## config.mk

```make
export PLATFORM = sky130hd
export DESIGN_NAME = kgd_data_regs
export DESIGN_NICKNAME = d
export VERILOG_FILES = /design/src/kgd_pkg.sv /design/src/kgd_data_regs.sv
export SDC_FILE = /design/constraint.sdc
export NUM_CORES = 1
export LEC_CHECK = 0
export BUFFER_PORTS_ARGS = -buffer_cell sky130_fd_sc_hd__buf_2
export CAP_MARGIN = 15
export CORE_MARGIN = 5
export CORE_UTILIZATION = 35
export DETAILED_ROUTE_END_ITERATION = 12
export GPL_TIMING_DRIVEN = 0
export SLEW_MARGIN = 10
export SYNTH_ARGS = -nofsm -noshare
export SYNTH_HDL_FRONTEND = slang
export SYNTH_SLANG_ARGS = --single-unit
```

## constraint.sdc

```tcl
create_clock -name clk -period 2.1 [get_ports clk]
set_input_delay 0.105 -clock clk [delete_from_list [all_inputs] [get_ports clk]]
set_output_delay 0.105 -clock clk [all_outputs]
set_load 0.03 [all_outputs]
```

## src/kgd_pkg.sv

```systemverilog
// Package for the keypad result, DAC input and GPIO data registers.
// Assumes a 16-bit register access port decoded from the serial interface.
package kgd_pkg;
   // Register addresses on the access port
   localparam logic [3:0] KGD_ADDR_RAW = 4'h0; // Raw keypad result
   localparam logic [3:0] KGD_ADDR_STATUS = 4'h1; // Status keypad result
   localparam logic [3:0] KGD_ADDR_PENDING = 4'h2; // Pending keypad result
   localparam logic [3:0] KGD_ADDR_DAC = 4'h3; // DAC input value
   localparam logic [3:0] KGD_ADDR_GPIO = 4'h4; // GPIO pin data
   // Reset values
   localparam logic [15:0] KGD_RST_KEY = 16'h0000; // Keypad registers
   localparam logic [15:0] KGD_RST_DAC = 16'h1000; // DAC register, as a 16-bit word
   localparam logic [7:0] KGD_RST_GPIO = 8'h00; // GPIO output latch
   // Field positions
   localparam int KGD_DAC_LSB = 0; // DAC value in bits 7..0
   localparam int KGD_GPIO_LSB = 8; // GPIO data in bits 15..8
   localparam int KGD_KEYS_PER_COL = 4; // Rows per column
endpackage : kgd_pkg

```

## src/kgd_data_regs.sv

```systemverilog
// Keypad result, DAC input and GPIO data registers of the keypad controller.
// Assumes a scanner delivering one key snapshot per pulse and a decoded register port.
//
// What this block does
// - Key bit index is 4*(col-1)+(row-1).
// - Raw register updates unless column masked.
// - Status bit blocked by key or column mask.
// - Pending ignores key mask; column mask blocks.
// - DAC value in bits 7..0, upper zero.
// - GPIO data in bits 15..8, lower zero.
// - GPIO read returns live pin levels.
// - GPIO write drives output pins only.
// - Writes to keypad results are ignored.
// - Reset clears registers; DAC starts 00H, the low byte of 1000H.
// - Select and enable make a GPIO output.
`timescale 1ns/1ps
module kgd_data_regs
   import kgd_pkg::*;
(
   input wire logic clk,
   input wire logic reset,
   input wire logic ce,
   input wire logic scan_valid,
   input wire logic [15:0] scan_keys,
   input wire logic [15:0] per_key_mask_bit,
   input wire logic [3:0] column_mask_bit,
   input wire logic [7:0] pin_function_select,
   input wire logic [7:0] pin_output_enable,
   input wire logic reg_wr,
   input wire logic reg_rd,
   input wire logic [3:0] reg_addr,
   input wire logic [15:0] reg_wdata,
   output logic [15:0] reg_rdata,
   input wire logic [7:0] pin_in,
   output logic [7:0] pin_out,
   output logic [7:0] pin_oe,
   output logic [7:0] dac_value
);
   // All state of the block, registered as one word
   // Every field freezes together while ce is low
   typedef struct packed {
      logic [15:0] raw;
      logic [15:0] status;
      logic [15:0] pending;
      logic [7:0] dac;
      logic [7:0] gpio_out;
      logic [15:0] rdata;
   } kgd_state_t;

   kgd_state_t state_ff; // Registered state
   kgd_state_t nxt_state; // Next state
   // Decoded mask and direction views of the level inputs
   logic [15:0] col_block; // Keys blocked by their column mask
   logic [7:0] gpio_is_out; // Pins acting as GPIO outputs

   // Spread the four column mask bits over the sixteen key bits
   function automatic logic [15:0] kgd_col_expand(input logic [3:0] cm);
      logic [15:0] r;
      r = '0;
      // Four keys per column, rows counting up
      for (int i = 0; i < 16; i++) begin
         r[i] = cm[i / KGD_KEYS_PER_COL];
      end
      return r;
   endfunction : kgd_col_expand

   // Compose a read word for an address
   function automatic logic [15:0] kgd_read(input logic [3:0] a, input kgd_state_t s, input logic [7:0] pins);
      logic [15:0] r;
      r = '0;
      // Unmapped addresses read as zero
      unique case (a)
         KGD_ADDR_RAW: r = s.raw;
         KGD_ADDR_STATUS: r = s.status;
         KGD_ADDR_PENDING: r = s.pending;
         KGD_ADDR_DAC: r[KGD_DAC_LSB +: 8] = s.dac;
         KGD_ADDR_GPIO: r[KGD_GPIO_LSB +: 8] = pins;
         default: r = '0;
      endcase
      return r;
   endfunction : kgd_read

   // Column mask bit 0 is column 1, holding keys 0..3
   assign col_block = kgd_col_expand(column_mask_bit);
   // Selected as GPIO and enabled as output
   assign gpio_is_out = pin_function_select & pin_output_enable;

   // Next-state logic
   // Starts from the held state, so a field not named below keeps its value
   // Order matters: scan, then pending clear, then pending set, then writes
   always_comb begin
      // Default is hold
      nxt_state = state_ff;
      if (scan_valid) begin
         // A set scan bit means pressed
         for (int i = 0; i < 16; i++) begin
            if (!col_block[i]) begin
               nxt_state.raw[i] = scan_keys[i];
            end
            if (!col_block[i] && !per_key_mask_bit[i]) begin
               nxt_state.status[i] = scan_keys[i];
            end
         end
      end
      // Pending clears on its read; a new press wins over the clear
      if (reg_rd && reg_addr == KGD_ADDR_PENDING) begin
         nxt_state.pending = '0;
      end
      if (scan_valid) begin
         nxt_state.pending = nxt_state.pending | (scan_keys & ~col_block);
      end
      // Writes; keypad result addresses fall through untouched
      // The key results are owned by the scanner; only a read of pending also clears pending
      if (reg_wr) begin
         unique case (reg_addr)
            KGD_ADDR_DAC: nxt_state.dac = reg_wdata[KGD_DAC_LSB +: 8];
            KGD_ADDR_GPIO: begin
               // Only output pins take the written bit
               nxt_state.gpio_out = (state_ff.gpio_out & ~gpio_is_out)
                                  | (reg_wdata[KGD_GPIO_LSB +: 8] & gpio_is_out);
            end
            default: nxt_state.gpio_out = state_ff.gpio_out;
         endcase
      end
      // Read data captured one cycle after the strobe
      // Reads see the state before this edge, so a same-cycle write is not seen yet
      if (reg_rd) begin
         nxt_state.rdata = kgd_read(reg_addr, state_ff, pin_in);
      end
   end

   // State register with clock enable
   // Reset loads constants only; the DAC keeps just the low byte of its reset word
   always_ff @(posedge clk or posedge reset) begin
      if (reset) begin
         state_ff.raw <= KGD_RST_KEY;
         state_ff.status <= KGD_RST_KEY;
         state_ff.pending <= KGD_RST_KEY;
         state_ff.dac <= KGD_RST_DAC[KGD_DAC_LSB +: 8];
         state_ff.gpio_out <= KGD_RST_GPIO;
         state_ff.rdata <= KGD_RST_KEY;
      end else if (ce) begin
         state_ff <= nxt_state;
      end
   end

   // Outputs; data come straight from flip-flops
   // Output enable is decoded live from the level inputs
   assign reg_rdata = state_ff.rdata;
   assign dac_value = state_ff.dac;
   assign pin_out = state_ff.gpio_out;
   assign pin_oe = gpio_is_out;
endmodule : kgd_data_regs

```

# [Yosys cells after proc, flatten, opt, wreduce, memory -nomap -nowiden]
# Cells that the tools add are included.
[op_classes] n_eq_ne=4 bitwise=12 muxes=4 n_reduce_logical=61
[op_table] cell="$reduce_and 3->1" n=22
[op_table] cell="$pmux 8 s4" n=2
[op_table] cell="$mux 16" n=2
[op_table] cell="$and 8x8->8" n=3
[op_table] cell="$logic_not 1->1" n=20
[op_table] cell="$logic_and 1x1->1" n=17
[op_table] cell="$and 16x16->16" n=1
[op_table] cell="$not 16->16" n=1
[op_table] cell="$or 16x16->16" n=1
[op_table] cell="$eq 4x2->1 const B" n=2
[op_table] cell="$not 8->8" n=1
[op_table] cell="$or 8x8->8" n=1
[op_table] cell="$eq 4x1->1 const B" n=1
[op_table] cell="$eq 4x3->1 const B" n=1
[op_table] cell="$logic_not 4->1" n=1
[op_table] cell="$not 1->1" n=4
[op_table] cell="$reduce_and 2->1" n=1
[totals] ff_bits=80 output_inout_bits=40

# [Longest topological paths before layout]
# Gate-level depths: netlist of the first run.
[depth] depth_word=5 mapped_depth=6

# [Worst setup path before layout of the first run]
# OpenSTA, ideal clock, no wires.
[synth_path] kind="input -> register" startpoint="input port reg_addr[0]" endpoint="register with a tool-made name" cell_stages=5 required_ns=1.972 setup_ns=0.128 path_slack_ns=0.689 t_arrival_ns=1.283 cell_sequence="buf_2 > or3b_1 > buf_2 > nor3b_2 > mux2_1"
[synth_rtl] element="start, declared" line="kgd_data_regs.sv:31" source="input wire logic [3:0] reg_addr,"

# [Final worst setup path of the first run]
[layout_path] startpoint="input port reg_addr[2]" endpoint="register state_ff, in the netlist reg_rdata[9]"
[layout_via] elab_chain_cells=2 word_cells_on_any_way=5
[layout_rtl] element="$eq 4x3->1, or another cell as far along" line="kgd_data_regs.sv:72" source="unique case (a)"
[layout_rtl] element="$pmux 8 s4 *" line="kgd_data_regs.sv:72"
[layout_rtl] element="end signal, assigned" line="kgd_data_regs.sv:143" source="state_ff <= nxt_state;"
[layout_rtl] element="end, declared" line="kgd_data_regs.sv:50" source="kgd_state_t state_ff;"
# Every way passes the cells marked *; elsewhere a longest branch is shown, timed or not.
# A chain may end at the register's enable or synchronous reset.

==> results.tsv, run 1 <==
stage	metric	value	unit
timing	final hold viol count	0	
detailed_routing	TritonRoute pass-1 iters	4	
detailed_routing	DR iter-0 viols	87	
clocking	Root Driver	clkbuf_16	
timing	final setup violation count	0	
clocking	post-CTS setup buffers	0	
die	chip width	118	µm
worst_setup_path	critical path's top delay family	simple AND/OR/NAND/NOR gates	
clocking	H-tree depth	3	
clocking	# resized after CTS	0	
timing	final slew viol count	0	
worst_setup_path	crit path max-delay cell type	nor3_1	
placement	RePlAce Congestion	0.840	
worst_setup_path	CP Cell Sequence	buf_2 -> clkbuf_1 -> nor3_1 -> a22oi_1 -> a21oi_1	
cells_and_area	share of layout cells above drive strength 1	0.492	
timing	Fmax achieved	0.682	GHz
grt	GRT Util Overall	0.155	
power_and_ir_drop	maximum VDD drop	0.446	mV
cells_and_area	most frequent cells in the layout	buf_2 (128), dfrtp_1 (80), mux2_2 (49)	
worst_setup_path	Reg2Reg Depth	3	
synth	Synthesized Nets	423	
job	# Max-Cap Violations	0	
synth	Distinct cells, synth	31	
grt	GRT overflow	0	
detailed_routing	Via density	5.01	
worst_setup_path	crit-path max FO	10	
die	# rows	39	
worst_setup_path	CP endpoint kind	flop	
timing	Setup Skew	0.00529	ns
timing	Min Clock Period, post-route	1.47	ns
detailed_routing	Final ANT Viol Nets	0	
timing	Final period util	0.698	
timing	worst-margin pin slew	1.10	ns
power_and_ir_drop	total power	0.00439	W
die	Initial Utilization	0.357	
worst_setup_path	critical path class	in -> reg	
worst_setup_path	startpoint types	input pin	
synth	mapped cell area	4100	µm²
power_and_ir_drop	Leak	2.67	nW
die	die height	118	µm
placement	DP HPWL	8090	µm
placement	Post-Place Setup Slack	0.322	ns
worst_setup_path	slowest stage delay, CP	0.92	ns
cells_and_area	commonest non-fill, non-tap cell in the layout	buf_2	
worst_setup_path	reg-to-reg startpoint	state_ff[61]$_DFFE_PP0P_	
worst_setup_path	Critical Path End	reg_rdata[9]$_DFFE_PP0P_	
worst_setup_path	R2R setup slack	1.08	ns
synth	syn_area_per_cell	12.2	µm²
synth	ys async rst share	1.00	
clocking	CTS Buffer Depth	2	
grt	largest net degree at the start of global routing	38	
timing	RSZ-0062 raised after global routing	no	
die	core area	11500	µm²
worst_setup_path	Critical Path AT	1.72	ns
synth	Post-synth EDFFs	0	
timing	final worst setup slack	0.635	ns
synth	Syn Inst Count	337	
synth	synth warn	0	
clocking	TritonCTS clock tree	built	
grt	first-pass GRT wire length	17500	µm
clocking	Clock transition at path regs	0.06	ns
worst_setup_path	WP buf/inv	2	
cells_and_area	final core utilization	0.467	
clocking	Hold Buf Count CTS	11	
synth	Seq/Total Area, Yosys	0.489	
clocking	clk sinks	80	
worst_setup_path	Reg-to-Reg End	reg_rdata[13]$_DFFE_PP0P_	
detailed_routing	drc violations	0	
cells_and_area	nets	570	
cells_and_area	diode count	0	
synth	Synth top area share	0.489	
synth	Synth area leader	dfrtp_1	
die	die area	14000	µm²
hold_path	Hold Path Class	in -> reg	
detailed_routing	final WL	10700	µm
synth	top area cells in the synthesized netlist	dfrtp_1 (49%), mux2_2 (13%), buf_4 (6.0%)	
timing	Setup TNS Final	0	ns
timing	Slew HR	0.263	
synth	Seq cells post-synth	80	
detailed_routing	post-DR wirelength/cell	17.0	µm
worst_setup_path	Crit. Startpoint	reg_addr[2]	
worst_setup_path	Crit. path cell count	5	
detailed_routing	total number of vias	3153	
die	io pins	126	
grt	vias in the first global route	3474	
synth	ys flop type	dfrtp_1	
run_status	status	finished clean	
clocking	total CTS buffers	9	
power_and_ir_drop	power per cell area	820	nW/µm²
cells_and_area	area delta synth->final	30.6	%
clocking	clk_lat worst skew	0.33	ns
worst_setup_path	CP required	2.35	ns
grt	antenna violations before repair	2	
placement	I/O Buffers	123	
## per-layer routing
layer  GRT usage  part of all wire  wire (µm)  vias up
met3      0.0392             0.047        503       15
met1       0.202              0.44       4650     1563
met5           0            0.0023         25        -
li1            -                 -          -     1497
met4      0.0366             0.013        135        4
met2       0.258              0.50       5350       74
## stage by stage
| step | hold WS [ns] | instance area, µm² | std cells |
|---|---|---|---|
| finish | 0.0104 | 5350 | 629 |
| CTS | 0.000271 | 5350 | 629 |
| detailed placement | 0.189 | 4940 | 605 |
| global route | 0.00739 | 5350 | 629 |
| floorplan | 0.238 | 4100 | 337 |
| global placement | 0.323 | 4900 | 603 |
## cells by family (layout without fill, tap and decap cells)
logic type / Yosys count / after routing / share of synthesized area
adder cells (fa/ha/maj): 1 / 1 / 0.00244
flip-flops: 80 / 80 / 0.489
buffers and inverters: 51 / 200 / 0.0803
AND/OR/NAND/NOR: 69 / 69 / 0.121
multiplexers: 72 / 72 / 0.193
AO/OA/AOI/OAI: 64 / 64 / 0.115
## cell type report
| type | instances | area, µm² |
|---|---|---|
| fillers | 1094 | 6120 |
| clock buffers | 9 | 225 |
| multi-input cells | 206 | 1770 |
| repair buffers | 136 | 773 |
| inverters | 3 | 15.0 |
| clock inverters | 4 | 72.6 |
| well taps | 143 | 179 |
| flip-flops and latches | 80 | 2000 |
| plain buffers | 48 | 318 |
## flip-flops by register name, summed over array words and instances (netlist names), named ones only
| signal | cells |
|---|---|
| dac_value | 8 |
| state_ff | 48 |
| reg_rdata | 16 |
## worst min path at each step
stage	start	to	slack [ns]	depth (start not counted)
floorplan	scan_keys[0]	state_ff[32]$_DFFE_PP0P_	0.24	1
global placement	reg_wdata[15]	flop	0.32	2
detailed placement	reset	asynchronous set/reset pin	0.19	2
CTS	reg_wdata[2]	dac_value[2]$_DFFE_PP0P_	0.0003	2
global route	reg_wdata[4]	dac_value[4]$_DFFE_PP0P_	0.007	2
finish	reg_wdata[1]	dac_value[1]$_DFFE_PP0P_	0.01	2
## synth_stat cells (2+ instances only)
master and count:
o21ai_0 8, mux2i_1 16, buf_2 5, and2_1 7, nor3b_2 7, inv_1 3
nor2_1 22, nand2_1 3, mux2_1 7, a21oi_1 8, a22oi_1 8, clkbuf_1 9
o22ai_1 8, a22o_1 24, dfrtp_1 80, a2bb2oi_1 8, buf_4 33, mux2_2 49
or3_1 2, nand3b_1 4, and3b_1 16
## worst register-to-register path, cell delays in order, from the launching register on
cell,delay (ns)
dfrtp_1,0.38
mux2_2,0.27
a22oi_1,0.16
a21oi_1,0.09
## power breakdown
part	switching (W)	internal, W
Clock	0.000599	0.00102
Sequential	0.000134	0.00178
Combinational	0.000405	0.000459
Power figures use the tool's default switching activity.
==> inputs of run 2 (changes only) <==
==> constraint.sdc (replaced) <==
create_clock -name clk -period 1.22 [get_ports clk]
set_input_delay 0.061 -clock clk [delete_from_list [all_inputs] [get_ports clk]]
set_output_delay 0.061 -clock clk [all_outputs]
set_load 0.03 [all_outputs]
==> run 2 against run 1 <==
Worst hold slack lost 0.0045 ns. Global-route usage increased by 0.82 points. Largest cell class unchanged. Highest routed layer is now met4. Cell count increased by 3.3%. Routed wire length grew 4.5%.
==> results.tsv, run 2 (same netlist as run 1, synthesis figures left out) <==
stage	metric	value	unit
detailed_routing	drc violations	0	
timing	Fmax achieved	0.851	GHz
die	chip width	118	µm
clocking	total CTS buffers	9	
grt	antenna violations before repair	0	
die	# rows	39	
die	die area	14000	µm²
clocking	clk sinks	80	
timing	Min Clock Period, post-route	1.17	ns
timing	final setup violation count	0	
detailed_routing	total number of vias	3237	
placement	DP HPWL	8240	µm
clocking	Root Driver	clkbuf_16	
cells_and_area	area delta synth->final	37.3	%
detailed_routing	Final ANT Viol Nets	0	
worst_setup_path	crit path max-delay cell type	or3b_1	
power_and_ir_drop	maximum VDD drop	0.820	mV
grt	GRT Util Overall	0.163	
placement	I/O Buffers	123	
timing	RSZ-0062 raised after global routing	no	
timing	Final period util	0.963	
hold_path	hold path start	scan_keys[12]	
grt	largest net degree at the start of global routing	35	
detailed_routing	post-DR wirelength/cell	17.2	µm
worst_setup_path	Reg-to-Reg End	reg_rdata[14]$_DFFE_PP0P_	
job	# Max-Cap Violations	0	
timing	Setup TNS Final	0	ns
worst_setup_path	CP Cell Sequence	buf_2 -> buf_8 -> or3b_1 -> buf_6 -> nor3b_2 -> mux2_1	
timing	final hold viol count	0	
worst_setup_path	R2R setup slack	0.17	ns
timing	Min Hold Slack	0.00590	ns
hold_path	Hold EP	state_ff[44]$_DFFE_PP0P_	
clocking	post-CTS setup buffers	0	
clocking	Clock transition at path regs	0.06	ns
cells_and_area	share of layout cells above drive strength 1	0.487	
placement	RePlAce Congestion	0.751	
worst_setup_path	slowest stage delay, CP	0.37	ns
timing	final slew viol count	0	
die	io pins	126	
clocking	TritonCTS clock tree	built	
detailed_routing	TritonRoute pass-1 iters	4	
clocking	CTS Buffer Depth	2	
worst_setup_path	CP endpoint kind	flop	
worst_setup_path	startpoint types	input pin	
clocking	H-tree depth	3	
die	die height	118	µm
worst_setup_path	reg-to-reg startpoint	state_ff[62]$_DFFE_PP0P_	
cells_and_area	diode count	0	
grt	GRT overflow	0	
grt	vias in the first global route	3568	
power_and_ir_drop	power per cell area	1390	nW/µm²
cells_and_area	flip-flop count of the largest register after layout	48	
timing	Setup Skew	0.00911	ns
timing	worst-margin pin slew	0.618	ns
cells_and_area	most flop-heavy register	state_ff	
power_and_ir_drop	Leak	2.80	nW
detailed_routing	Via density	4.98	
hold_path	Hold Path Class	in -> reg	
die	Initial Utilization	0.357	
worst_setup_path	critical path's top delay family	simple AND/OR/NAND/NOR gates	
hold_path	hold depth	2	
detailed_routing	final WL	11200	µm
worst_setup_path	WP buf/inv	3	
run_status	status	finished clean	
power_and_ir_drop	total power	0.00780	W
timing	Slew HR	0.586	
worst_setup_path	crit-path max FO	10	
worst_setup_path	Critical Path AT	1.38	ns
worst_setup_path	CP required	1.42	ns
grt	first-pass GRT wire length	18500	µm
clocking	clk_lat worst skew	0.33	ns
cells_and_area	most frequent cells in the layout	buf_2 (125), dfrtp_1 (80), mux2_2 (48)	
worst_setup_path	Reg2Reg Depth	3	
detailed_routing	DR iter-0 viols	123	
worst_setup_path	critical path class	in -> reg	
cells_and_area	commonest non-fill, non-tap cell in the layout	buf_2	
cells_and_area	nets	588	
die	core area	11500	µm²
==> run 2: cell count changes in the layout (fill, tap and decap cells not counted), moves of 2 or more <==
cell,before,now
buf_8,0,2
buf_2,128,125
inv_6,0,2
dlygate4sd3_1,11,30
mux2_4,0,2
nor2_2,0,2
buf_6,1,3
clkbuf_1,9,7
nor2_1,22,20
clkbuf_2,0,2
==> run 2: cell type report <==
class	instances	area [µm²]
clock inverters	5	86.3
well taps	143	179
inverters	3	15.0
flip-flops and latches	80	2000
fillers	1084	5840
clock buffers	11	243
repair buffers	155	956
multi-input cells	206	1800
plain buffers	47	347
==> run 2: worst max path at each step <==
stage                                           end        start  cells past startpoint  slack [ns]
after floorplan                                flop  reg_addr[0]                      5       -0.07
after global placement     reg_rdata[9]$_DFFE_PP0P_  reg_addr[2]                      5       -0.47
after detailed placement  reg_rdata[11]$_DFFE_PP0P_  reg_addr[2]                      5       -0.45
after CTS                  reg_rdata[8]$_DFFE_PP0P_  reg_addr[2]                      6        0.03
after global routing                           flop  reg_addr[0]                      6       0.003
final                                          flop  reg_addr[0]                      6        0.05
==> run 2: power by group <==
group / switching, W / internal, W / total (W)
sequential: 0.000224 / 0.00305 / 0.00328
clock: 0.00109 / 0.00187 / 0.00295
combinational: 0.000728 / 0.000845 / 0.00157
==> run 2: through the flow <==
step / area (µm²) / std cells / utilization / worst slack, ns
3_5_place_dp: 4980 / 605 / 0.434 / -0.449
3_3_place_gp: 4940 / 603 / 0.431 / -0.465
5_1_grt: 5630 / 650 / 0.491 / 0.00268
4_1_cts: 5610 / 650 / 0.489 / 0.0334
6_report: 5630 / 650 / 0.491 / 0.0455
2_1_floorplan: 4140 / 337 / - / -0.0732
==> run 2: metal layers <==
metal  share of wire  track usage
met1            0.44        0.215
met2            0.48        0.271
met3           0.065       0.0396
met4          0.0084       0.0366
met5               0            0
==> run 2: what timing repair did <==
action,in CTS,in global routing
gates resized for setup,2,7
endpoints found under the setup margin,20,17
endpoints found under the hold margin,58,0
pin swaps,1,1
hold buffers,30,0
